## src/toff_pkg.sv

```systemverilog
// Constants for the turn-off timing settings and fault summary byte.
// Assumes a single 100 MHz clock and a command port driven by the
// device's own bus front end.
// Contract
// Exponent fixed at zero, unit 1 ms
// Upper mantissa bits zero, low seven writable
// Sixteen wait durations chosen by buckets
// Wait 0..6 exact, then 7, 10
// Wait higher buckets 14 through 100 ms
// Wait counts from stop until fall starts
// Ramp runs from wait end to zero
// Ramp zero means active 1 ms ramp
// Ramp buckets like wait, zero gives 1
// Ramp setting saved on store-all command
// Summary read-only, bits 7 and 3 zero
// Bit 6 set while converter not enabled
// Bit 5 follows output overvoltage fault
// Bit 4 follows output overcurrent fault
// Mirrored bits masked only at source
// Bit 2 set for temperature fault/warning
// Bit 1 set for communication/memory/logic fault
// Bit 0 set for all other faults
// Bit 0 resets to one via input
// Writes never clear summary bits
package toff_pkg;
    localparam logic [7:0]  CMD_TOFF_WAIT  = 8'h64;
    localparam logic [7:0]  CMD_TOFF_RAMP  = 8'h65;
    localparam logic [7:0]  CMD_SUMMARY    = 8'h78;
    localparam int          MANT_W         = 7;
    localparam logic [4:0]  EXP_FIXED      = 5'h00;
    localparam logic [6:0]  MANT_RESET     = 7'h00;
    localparam logic [7:0]  SUMMARY_RESET  = 8'h41;
    localparam int          SUM_OFF_BIT    = 6;
    localparam int          SUM_OVF_BIT    = 5;
    localparam int          SUM_OCF_BIT    = 4;
    localparam int          SUM_TEMP_BIT   = 2;
    localparam int          SUM_CML_BIT    = 1;
    localparam int          SUM_OTH_BIT    = 0;
    localparam int          SRC_FAULT_BIT  = 7;
    localparam int          MS_NS          = 1000000;
    localparam int          CLK_NS         = 10;
    localparam int          CYC_PER_MS     = MS_NS / CLK_NS;
    typedef enum logic [1:0]
    {
        ST_RUN  = 2'b00,
        ST_WAIT = 2'b01,
        ST_RAMP = 2'b10,
        ST_OFF  = 2'b11
    } seq_t;
endpackage

```

## src/bucket_if.sv

```systemverilog
// Carries a programmed mantissa to the bucket mapper and the ms back.
// Assumes both ends sit in the same clock domain.
`timescale 1ns/1ns
interface bucket_if;
    logic [6:0] mant;
    logic [6:0] ms;
    modport req (output mant, input ms);
    modport map (input mant, output ms);
endinterface

```

## src/toff_bucket.sv

```systemverilog
// Maps a turn-off mantissa onto one of sixteen supported times.
// Assumes a purely combinational use by the sequencer.
`timescale 1ns/1ns
module toff_bucket
    import toff_pkg::*;
#(
    parameter bit ZERO_IS_ONE = 1'b0
)
(
    bucket_if.map b
);
    always_comb
    begin
        if (b.mant == 7'h00)
            b.ms = ZERO_IS_ONE ? 7'h01 : 7'h00;
        else if (b.mant <= 7'h06)
            b.ms = b.mant;
        else if (b.mant <= 7'h09)
            b.ms = 7'h07;
        else if (b.mant <= 7'h0C)
            b.ms = 7'h0A;
        else if (b.mant <= 7'h11)
            b.ms = 7'h0E;
        else if (b.mant <= 7'h16)
            b.ms = 7'h13;
        else if (b.mant <= 7'h20)
            b.ms = 7'h1B;
        else if (b.mant <= 7'h2C)
            b.ms = 7'h25;
        else if (b.mant <= 7'h3E)
            b.ms = 7'h34;
        else if (b.mant <= 7'h56)
            b.ms = 7'h48;
        else
            b.ms = 7'h64;
    end
endmodule

```

## src/toff_status.sv

```systemverilog
// Turn-off wait/ramp settings, turn-off sequencer and fault summary.
// Assumes lower-level status registers and masks live outside and
// that the command port is fed by the device's bus front end.
`timescale 1ns/1ns
module toff_status
    import toff_pkg::*;
#(
    parameter int CYC_MS = CYC_PER_MS
)
(
    input  wire logic        CLK_IN,
    input  wire logic        RST_IN,
    input  wire logic        CMD_VALID_IN,
    input  wire logic        CMD_WRITE_IN,
    input  wire logic [7:0]  CMD_CODE_IN,
    input  wire logic [15:0] CMD_WDATA_IN,
    output logic      [15:0] CMD_RDATA_OUT,
    output logic             CMD_ACK_OUT,
    output logic             CMD_NACK_OUT,
    input  wire logic        STORE_ALL_IN,
    output logic             NV_WR_OUT,
    output logic      [15:0] NV_WAIT_OUT,
    output logic      [15:0] NV_RAMP_OUT,
    input  wire logic        STOP_REQ_IN,
    input  wire logic        START_REQ_IN,
    output logic             FALL_START_OUT,
    output logic             RAMPING_OUT,
    output logic             OUTPUT_OFF_OUT,
    input  wire logic        CONV_EN_IN,
    input  wire logic [7:0]  VOUT_STATUS_IN,
    input  wire logic [7:0]  IOUT_STATUS_IN,
    input  wire logic [7:0]  TEMP_STATUS_IN,
    input  wire logic [7:0]  CML_STATUS_IN,
    input  wire logic [7:0]  INPUT_STATUS_IN,
    output logic      [7:0]  SUMMARY_OUT
);
    typedef struct packed {
        seq_t        state;
        logic [31:0] div;
        logic [6:0]  cnt;
        logic [6:0]  wait_m;
        logic [6:0]  ramp_m;
        logic [7:0]  sum;
        logic [15:0] rdata;
        logic        ack;
        logic        nack;
        logic        fall;
        logic        nv_wr;
        logic [15:0] nv_wait;
        logic [15:0] nv_ramp;
    } st_t;

    st_t s_q;
    st_t s_d;
    logic [7:0] sum_now;
    logic       ms_tick;

    bucket_if wait_b ();
    bucket_if ramp_b ();

    assign wait_b.mant = s_q.wait_m;
    assign ramp_b.mant = s_q.ramp_m;

    toff_bucket #(.ZERO_IS_ONE(1'b0)) u_wait_map (.b(wait_b));
    toff_bucket #(.ZERO_IS_ONE(1'b1)) u_ramp_map (.b(ramp_b));

    assign ms_tick = (s_q.div == 32'(CYC_MS - 1));

    // Summary gathered from lower-level sources, no write path
    always_comb
    begin
        sum_now               = 8'h00;
        sum_now[SUM_OFF_BIT]  = ~CONV_EN_IN;
        sum_now[SUM_OVF_BIT]  = VOUT_STATUS_IN[SRC_FAULT_BIT];
        sum_now[SUM_OCF_BIT]  = IOUT_STATUS_IN[SRC_FAULT_BIT];
        sum_now[SUM_TEMP_BIT] = |TEMP_STATUS_IN;
        sum_now[SUM_CML_BIT]  = |CML_STATUS_IN;
        sum_now[SUM_OTH_BIT]  = (|VOUT_STATUS_IN[6:2])
                              | (|IOUT_STATUS_IN[6:0])
                              | (|INPUT_STATUS_IN);
    end

    always_comb
    begin
        s_d       = s_q;
        s_d.ack   = 1'b0;
        s_d.nack  = 1'b0;
        s_d.fall  = 1'b0;
        s_d.nv_wr = 1'b0;
        s_d.sum   = sum_now;
        s_d.div   = ms_tick ? 32'h0000_0000 : s_q.div + 32'h1;

        // Command port
        if (CMD_VALID_IN)
        begin
            unique case (CMD_CODE_IN)
                CMD_TOFF_WAIT:
                begin
                    s_d.ack = 1'b1;
                    if (CMD_WRITE_IN)
                        s_d.wait_m = CMD_WDATA_IN[6:0];
                    s_d.rdata = {EXP_FIXED, 4'h0, s_q.wait_m};
                end
                CMD_TOFF_RAMP:
                begin
                    s_d.ack = 1'b1;
                    if (CMD_WRITE_IN)
                        s_d.ramp_m = CMD_WDATA_IN[6:0];
                    s_d.rdata = {EXP_FIXED, 4'h0, s_q.ramp_m};
                end
                CMD_SUMMARY:
                begin
                    s_d.ack   = ~CMD_WRITE_IN;
                    s_d.nack  = CMD_WRITE_IN;
                    s_d.rdata = {8'h00, s_q.sum};
                end
                default:
                begin
                    s_d.nack  = 1'b1;
                    s_d.rdata = 16'h0000;
                end
            endcase
        end

        // Store-all snapshot of both settings
        if (STORE_ALL_IN)
        begin
            s_d.nv_wr   = 1'b1;
            s_d.nv_wait = {EXP_FIXED, 4'h0, s_q.wait_m};
            s_d.nv_ramp = {EXP_FIXED, 4'h0, s_q.ramp_m};
        end

        // Turn-off sequencer in 1 ms steps
        unique case (s_q.state)
            ST_RUN:
            begin
                if (STOP_REQ_IN)
                begin
                    s_d.div = 32'h0000_0000;
                    if (wait_b.ms == 7'h00)
                    begin
                        s_d.state = ST_RAMP;
                        s_d.cnt   = ramp_b.ms;
                        s_d.fall  = 1'b1;
                    end
                    else
                    begin
                        s_d.state = ST_WAIT;
                        s_d.cnt   = wait_b.ms;
                    end
                end
            end
            ST_WAIT:
            begin
                if (ms_tick)
                begin
                    if (s_q.cnt == 7'h01)
                    begin
                        s_d.state = ST_RAMP;
                        s_d.cnt   = ramp_b.ms;
                        s_d.fall  = 1'b1;
                    end
                    else
                        s_d.cnt = s_q.cnt - 7'h01;
                end
            end
            ST_RAMP:
            begin
                if (ms_tick)
                begin
                    if (s_q.cnt == 7'h01)
                        s_d.state = ST_OFF;
                    s_d.cnt = s_q.cnt - 7'h01;
                end
            end
            ST_OFF:
            begin
                if (START_REQ_IN)
                    s_d.state = ST_RUN;
            end
        endcase
    end

    always_ff @(posedge CLK_IN or posedge RST_IN)
    begin
        if (RST_IN)
        begin
            s_q         <= '0;
            s_q.state   <= ST_OFF;
            s_q.wait_m  <= MANT_RESET;
            s_q.ramp_m  <= MANT_RESET;
            s_q.sum     <= SUMMARY_RESET;
        end
        else
            s_q <= s_d;
    end

    assign CMD_RDATA_OUT  = s_q.rdata;
    assign CMD_ACK_OUT    = s_q.ack;
    assign CMD_NACK_OUT   = s_q.nack;
    assign NV_WR_OUT      = s_q.nv_wr;
    assign NV_WAIT_OUT    = s_q.nv_wait;
    assign NV_RAMP_OUT    = s_q.nv_ramp;
    assign FALL_START_OUT = s_q.fall;
    assign RAMPING_OUT    = (s_q.state == ST_RAMP);
    assign OUTPUT_OFF_OUT = (s_q.state == ST_OFF);
    assign SUMMARY_OUT    = s_q.sum;
endmodule
```

## config.mk

```make
export PLATFORM = sky130hd
export DESIGN_NAME = toff_status
export DESIGN_NICKNAME = d
export VERILOG_FILES = /design/src/toff_pkg.sv /design/src/bucket_if.sv /design/src/toff_bucket.sv /design/src/toff_status.sv
export SDC_FILE = /design/constraint.sdc
export NUM_CORES = 1
export LEC_CHECK = 0
export ABC_AREA = 1
export ABC_CLOCK_PERIOD_IN_PS = 3100
export BUFFER_PORTS_ARGS = -buffer_cell sky130_fd_sc_hd__buf_2
export CORE_MARGIN = 2
export CORE_UTILIZATION = 56
export CTS_BUF_LIST = sky130_fd_sc_hd__clkbuf_8
export DETAILED_ROUTE_END_ITERATION = 8
export GPL_TIMING_DRIVEN = 0
export HOLD_SLACK_MARGIN = 0.12
export PLACE_DENSITY = 0.89
export SLEW_MARGIN = 20
export SYNTH_ARGS = -nofsm -noshare
export SYNTH_HDL_FRONTEND = slang
export SYNTH_SLANG_ARGS = --single-unit
```

## constraint.sdc

```tcl
create_clock -name CLK_IN -period 3.1 [get_ports CLK_IN]
set_clock_uncertainty 0.15 [all_clocks]
set_input_delay 0.465 -clock CLK_IN [delete_from_list [all_inputs] [get_ports CLK_IN]]
set_output_delay 0.465 -clock CLK_IN [all_outputs]
set_load 0.005 [all_outputs]
```

==> impl_metrics.json, run 1 <==
{
  "status": "finished, final reports clean",
  "synthSimpleGateAreaFrac_pct": 29.3,
  "crit_fanout": 1,
  "power_frac_comb_pct": 35.0,
  "synthCells": 744,
  "synth_compound_area_share_pct": 11.5,
  "ys.flop_type": "dfrtp_1",
  "synth_cell_types": 48,
  "clkLatencyLatePin_ns": 0.37,
  "cts_made_buffers": 9,
  "fmax_ghz": 0.405,
  "num_antenna_cells": 0,
  "cts_tree": "built",
  "synthArstFlopShare_pct": 100,
  "dp.cells": 999,
  "die_y_um": 103,
  "crit_required_ns": 3.22,
  "numPortBuffers": 93,
  "cts-root-buf": "clkbuf_8",
  "grt_pass1_wl_um": 22600,
  "reg2reg_depth": 10,
  "drive_above_1_share_pct": 22.0,
  "mostFrequentLayoutCells": "156 x nand2_1, 97 x buf_2, 92 x inv_1, 92 x nor2_1, 82 x dfrtp_1",
  "path_clk_slew_ns": 0.11,
  "yosys_warnings": 0,
  "first_global_vias": 5102,
  "nets": 966,
  "dieWidth_um": 103,
  "rows": 36,
  "syn2layout_area_growth_pct": 19.4,
  "rsz0062_at_grt": "no",
  "finalSetupTns_ns": 0,
  "p_per_area_nw_per_um2": 502,
  "finalSetupViolCount": 0,
  "max_cap_viol_count": 0,
  "hold_violations": 0,
  "ir_drop_mv": 0.250,
  "tightest_slew_ns": 0.594,
  "layout_commonest_cell": "nand2_1",
  "synth_edf_count": 0,
  "cts-htree-levels": 3,
  "clk_path_buf_depth": 2,
  "wirelength_um": 13600,
  "ys_ff_latch": 86,
  "synth_top_family_by_area": "simple AND/OR/NAND/NOR gates",
  "synth.avg_cell_area_sq_um": 7.39,
  "syn-cell-area_sq_um": 5500,
  "r2r_start": "s_q[81]$_DFF_PP0_",
  "finalCritPeriodShare_pct": 79.7,
  "synth_area_leaders": "dfrtp_1 37%, nand2_1 11%, buf_4 7.6%",
  "hold_class": "in -> reg",
  "power.leakage_nw": 3.27,
  "cts_sinks": 86,
  "synth_xor_area_share_pct": 3.18,
  "arrival_ns": 2.59,
  "grt_max_degree": 56,
  "cellInternalPower_w": 0.00201,
  "endpoint_kind": "flop",
  "slew_viol_final": 0,
  "reg2reg_slack_ns": 0.78,
  "drt_iter0_markers": 386,
  "drcViolationCount": 0,
  "yosysTopAreaCellShare_pct": 37.3,
  "first_pass_iters": 6,
  "endpoint": "SUMMARY_OUT[2]$_DFF_PP0_",
  "die_area_sq_um": 10600,
  "io_pins": 134,
  "antenna_found_initial": 0,
  "synth-seq-area-share_pct": 39.2,
  "grt_usage_pct": 27.1,
  "coreArea_sq_um": 9640,
  "fin_cells": 1025,
  "path_class": "in -> reg",
  "p_seq_share_pct": 40.9,
  "overflow": 0,
  "hpwl_um": 10200,
  "globalplace.congestion": 0.926,
  "start_kind": "input port",
  "swShare_pct": 39.1,
  "synth_fa_ha_area_share_pct": 1.59,
  "fin_crit_ns": 2.47,
  "muxShareOfSynthArea_pct": 0,
  "synth_area_leader_cell": "dfrtp_1",
  "start_util_pct": 57.1,
  "routedWlPerCell_um": 13.3,
  "power.share.clock_pct": 24.1,
  "power_switching_w": 0.00129,
  "via_per_inst": 5.22,
  "slew_headroom_pct": 60.1,
  "crit_start": "TEMP_STATUS_IN[6]",
  "reg2reg_to": "s_q[79]$_DFFE_PP0P_",
  "drt.antenna.violating_nets": 0,
  "vias": 5346
}
## layout make-up
class                   count  area, sq um
plain buffers              69          474
clock buffers               9          124
clock inverters             7         75.1
fillers                   814         3070
inverters                  95          359
multi-input cells         522         2620
flip-flops and latches     86         2160
well taps                 133          166
repair buffers            104          593
## layer usage
metal | part of all wire [%] | up-vias | wire length, um | GRT usage (%)
met5 | 0 | - | 0 | 0
met1 | 40 | 2451 | 5410 | 32.7
met4 | 2.5 | 0 | 345 | 10.4
met3 | 6.6 | 30 | 894 | 4.34
li1 | - | 2619 | - | -
met2 | 51 | 246 | 6950 | 48.5
## metrics by stage
step | worst slack [ns] | instance area, sq um | utilization (%) | hold slack [ns] | power (W)
after floorplan | 0.270 | 5610 | - | 0.299 | 0.00221
after global placement | -0.754 | 6240 | 64.7 | 0.317 | 0.00247
after detailed placement | 0.785 | 6270 | 65.0 | 0.317 | 0.00250
after CTS | 0.795 | 6570 | 68.1 | 0.120 | 0.00330
after global routing | 0.604 | 6570 | 68.1 | 0.146 | 0.00354
final | 0.629 | 6570 | 68.1 | 0.131 | 0.00329
## worst min-delay path by stage
stage                                             from                           end  depth (start not counted)
after floorplan                    s_q[77]$_DFFE_PP0P_           s_q[77]$_DFFE_PP0P_                          2
after global placement             s_q[77]$_DFFE_PP0P_           s_q[77]$_DFFE_PP0P_                          2
after detailed placement  CMD_RDATA_OUT[1]$_DFFE_PP0P_  CMD_RDATA_OUT[1]$_DFFE_PP0P_                          2
after CTS                             CML_STATUS_IN[2]      SUMMARY_OUT[1]$_DFF_PP0_                          3
after global routing                  CML_STATUS_IN[1]      SUMMARY_OUT[1]$_DFF_PP0_                          3
final                                 CML_STATUS_IN[3]      SUMMARY_OUT[1]$_DFF_PP0_                          3
## state kept, by name, summed over array words and instances (netlist names)
name,count
s_q,41
CMD_ACK_OUT,1
SUMMARY_OUT,6
NV_RAMP_OUT,7
NV_WR_OUT,1
ramp_b.mant,7
NV_WAIT_OUT,7
CMD_RDATA_OUT,7
wait_b.mant,7
FALL_START_OUT,1
CMD_NACK_OUT,1
## power by group through the flow
stage                     Clock (W)  Combinational, W  Sequential (W)
final                      0.000792           0.00115         0.00135
after global routing       0.000842           0.00133         0.00136
after CTS                  0.000806           0.00115         0.00135
after detailed placement          0           0.00113         0.00137
after global placement            0           0.00111         0.00136
after floorplan                   0          0.000867         0.00134
## timing repair
| item | 4_1_cts | 5_1_grt |
|---|---|---|
| hold endpoints to repair | 35 | 0 |
| gates resized for setup | 0 | 0 |
| setup buffers | 0 | 0 |
| hold buffers | 10 | 0 |
## cells by family after synthesis
logic type / after synthesis
AO/OA/AOI/OAI: 110
XOR/XNOR: 20
adder cells (fa/ha/maj): 7
buffers and inverters: 164
flip-flops: 86
other: 1
AND/OR/NAND/NOR: 356
## cell usage after synthesis, types with 2 or more instances
| cell type | instances |
|---|---|
| o211ai_1 | 6 |
| inv_1 | 93 |
| buf_2 | 4 |
| nand2_2 | 3 |
| nor3b_1 | 2 |
| a221oi_1 | 4 |
| inv_2 | 2 |
| dfstp_2 | 4 |
| nor4_4 | 2 |
| nor2_4 | 2 |
| clkbuf_1 | 7 |
| o21ai_1 | 3 |
| xnor2_1 | 2 |
| o21ai_0 | 36 |
| xor2_1 | 18 |
| a21oi_1 | 43 |
| nand3_1 | 32 |
| nor3_2 | 2 |
| nand4_1 | 14 |
| nand2_1 | 156 |
| nor4_1 | 12 |
| nor2_1 | 92 |
| nor2_2 | 3 |
| dfrtp_1 | 82 |
| buf_1 | 2 |
| nor3_1 | 30 |
| o22ai_1 | 4 |
| a21o_1 | 2 |
| a31oi_1 | 2 |
| ha_1 | 7 |
| buf_4 | 56 |
## critical path, stage by stage
cell	delay [ns]
dlygate4sd3_1	0.53
buf_2	0.13
nor4_1	0.21
dlygate4sd3_1	0.61
nand2_1	0.07
dlygate4sd3_1	0.58
Note: power is estimated with default switching activity, not from simulation.
==> run 2, diff against run 1 <==
ABC_AREA = 0   (was 1)
ABC_CLOCK_PERIOD_IN_PS = 2450   (was 3100)
CORE_UTILIZATION = 55   (was 56)
PLACE_DENSITY = 0.88   (was 0.89)
clock period = 2.45 ns   (was 3.1 ns; I/O delays follow)
==> run 2 against run 1 <==
Against the previous run:
- non-clock buffer count rose by 27
- synthesized area fell by 4.6%
- worst setup slack got worse by 0.58 ns
- power rose by 34%
- critical path depth rose by 2
- synthesized cell count fell by 25%
- flip-flop and latch count did not move
- cell count fell by 17%
- sequential share of layout area fell by 0.18 points
- critical path type is now reg -> reg
- via count fell by 9.9%
- clock power rose by 58%
- hold slack improved by 0.012 ns
==> impl_metrics.json, run 2 <==
{
  "crit_fanout": 10,
  "finalSetupViolCount": 0,
  "globalplace.congestion": 0.925,
  "start_kind": "flop",
  "holdPathEnd": "ramp_b.mant[2]$_DFFE_PP0P_",
  "hold_violations": 0,
  "synth_fa_ha_area_share_pct": 1.67,
  "synth_cell_types": 69,
  "netlist_top_cells_count": "82 x dfrtp_1, 63 x nor2_1, 56 x buf_4",
  "rsz0062_at_grt": "yes",
  "fillCellCount": 635,
  "syn-cell-area_sq_um": 5250,
  "synth_compound_area_share_pct": 11.1,
  "synth-seq-area-share_pct": 41.1,
  "clkLatencyLatePin_ns": 0.38,
  "synth_area_leaders": "dfrtp_1 39%, buf_4 8.0%, mux2_2 6.4%",
  "routedWlPerCell_um": 17.6,
  "tightest_slew_ns": 0.805,
  "power.leakage_nw": 3.26,
  "wirelength_um": 14900,
  "grt_pass1_wl_um": 23500,
  "clk_path_buf_depth": 2,
  "coreArea_sq_um": 9240,
  "synth.avg_cell_area_sq_um": 9.39,
  "synthArstFlopShare_pct": 100,
  "regMostFlops": "s_q",
  "synth_area_leader_cell": "dfrtp_1",
  "reg2reg_depth": 8,
  "die_area_sq_um": 10300,
  "dieWidth_um": 102,
  "antenna_found_initial": 0,
  "path_clk_slew_ns": 0.10,
  "yosysMostFrequentCell": "dfrtp_1",
  "cts_tree": "built",
  "endpoint_kind": "flop",
  "reg2reg_to": "s_q[77]$_DFFE_PP0P_",
  "synth_top_family_by_area": "simple AND/OR/NAND/NOR gates",
  "drive_above_1_share_pct": 33.4,
  "die_y_um": 102,
  "fmax_ghz": 0.417,
  "arrival_ns": 2.51,
  "layout_commonest_cell": "buf_2",
  "cts-htree-levels": 3,
  "synth_edf_count": 0,
  "cts_made_buffers": 9,
  "synth_xor_area_share_pct": 5.67,
  "syn2layout_area_growth_pct": 25.9,
  "max_cap_viol_count": 0,
  "io_pins": 134,
  "vias": 4815,
  "num_antenna_cells": 0,
  "finalSetupTns_ns": 0,
  "reg2reg_slack_ns": 0.05,
  "yosys_warnings": 0,
  "slew_headroom_pct": 45.9,
  "via_per_inst": 5.66,
  "postPlaceCellArea_sq_um": 6030,
  "nets": 796,
  "first_pass_iters": 5,
  "drcViolationCount": 0,
  "yosysTopAreaCellShare_pct": 39.1,
  "numPortBuffers": 91,
  "grt_busiest_layer": "met2",
  "cts-root-buf": "clkbuf_8",
  "path_class": "reg -> reg",
  "holdPathStages": 2,
  "largest_reg_flops": 41,
  "hold_class": "in -> reg",
  "slew_viol_final": 0,
  "mostFrequentLayoutCells": "97 x buf_2, 80 x dfrtp_1, 65 x buf_4",
  "grt_max_degree": 36,
  "drt_iter0_markers": 262,
  "rows": 35,
  "finalCritPeriodShare_pct": 97.8,
  "first_global_vias": 4900,
  "grt.met1_usage_pct": 33.9,
  "r2r_start": "s_q[89]$_DFF_PP0_",
  "postLayoutCoreUtil_pct": 71.6,
  "start_util_pct": 56.8,
  "grt_util_met3_pct": 6.49,
  "ir_drop_mv": 0.488,
  "ys.flop_type": "dfrtp_1",
  "hpwl_um": 10100,
  "worstHoldStart": "CMD_WDATA_IN[2]",
  "status": "finished, final reports clean",
  "p_per_area_nw_per_um2": 669,
  "crit_required_ns": 2.56,
  "ys_ff_latch": 86,
  "grt_util_met2_pct": 49.8,
  "drt.antenna.violating_nets": 0,
  "cts_sinks": 86,
  "synthCells": 559,
  "muxShareOfSynthArea_pct": 8.06,
  "fin_crit_ns": 2.40,
  "design_area_sq_um": 6610,
  "synthSimpleGateAreaFrac_pct": 20.7,
  "grt_usage_pct": 29.7,
  "overflow": 0
}
run 2: cell count changes after synthesis, moves of 10 or more:
cell,delta
xnor2_1,+14
o21ai_0,-19
nand3_1,-13
clkbuf_1,+10
nor3_1,-24
and3_1,+15
inv_1,-72
mux2_2,+30
a21oi_1,-20
nand2_1,-120
nor2_1,-29
run 2: layout make-up:
| class | count | area [sq um] | area share [%] |
|---|---|---|---|
| repair buffers | 120 | 753 | 11.4 |
| clock inverters | 7 | 116 | 1.76 |
| multi-input cells | 398 | 2680 | 40.5 |
| well taps | 129 | 161 | 2.44 |
| inverters | 22 | 86.3 | 1.31 |
| plain buffers | 80 | 534 | 8.08 |
| clock buffers | 9 | 124 | 1.87 |
| flip-flops and latches | 86 | 2160 | 32.7 |
run 2: cells by family after synthesis:
| family | count (synthesis) |
|---|---|
| compound gates | 87 |
| xor+xnor | 34 |
| fa+ha+maj | 7 |
| buf+inv | 103 |
| flops | 86 |
| mux | 38 |
| other cells | 1 |
| simple gates | 203 |
run 2: how the worst max path moves through the flow:
stage,startpoint,end,cells past startpoint,slack (ns)
3_5_place_dp,s_q[87]$_DFF_PP0_,s_q[77]$_DFFE_PP0P_,8,-0.05
3_3_place_gp,s_q[81]$_DFF_PP0_,s_q[77]$_DFFE_PP0P_,9,0.002
6_report,s_q[89]$_DFF_PP0_,s_q[77]$_DFFE_PP0P_,8,0.05
5_1_grt,s_q[89]$_DFF_PP0_,s_q[77]$_DFFE_PP0P_,8,-0.02
2_1_floorplan,s_q[81]$_DFF_PP0_,s_q[79]$_DFFE_PP0P_,8,0.25
4_1_cts,s_q[81]$_DFF_PP0_,s_q[77]$_DFFE_PP0P_,9,0.007
run 2: what timing repair did:
item | 4_1_cts | 5_1_grt
pin swaps | 0 | 5
buffers inserted | 1 | 7
setup endpoints to repair | 7 | 39
hold endpoints to repair | 42 | 0
hold buffers | 20 | 0
resized for setup | 4 | 22
run 2: where the power goes:
| group | switching [W] | internal, W |
|---|---|---|
| Clock | 0.000569 | 0.000678 |
| Combinational | 0.000786 | 0.000682 |
| Sequential | 0.000148 | 0.00156 |
| Total | 0.00150 | 0.00292 |
run 2: per-stage QoR:
step | hold slack [ns] | instances | total power, W | setup slack [ns]
2_1_floorplan | 0.244 | 587 | 0.00268 | 0.247
3_3_place_gp | 0.322 | 807 | 0.00300 | 0.00230
3_5_place_dp | 0.329 | 809 | 0.00305 | -0.0458
4_1_cts | 0.137 | 846 | 0.00430 | 0.00685
5_1_grt | 0.140 | 851 | 0.00462 | -0.0161
6_report | 0.143 | 851 | 0.00442 | 0.0530
run 2: routing by layer:
layer,up-vias,routed length [um]
met5,-,0
met4,0,1000
met3,68,981
met2,262,7380
met1,2281,5580
li1,2204,-
run 2: worst max-delay path, cell delays in order (launching register included):
cell and delay [ns]:
dfrtp_1 0.44, nor4b_4 0.34, nand4_1 0.15, or3_1 0.38, buf_4 0.17, a21o_1 0.19
buf_6 0.16, nor3_4 0.20, a32oi_1 0.12
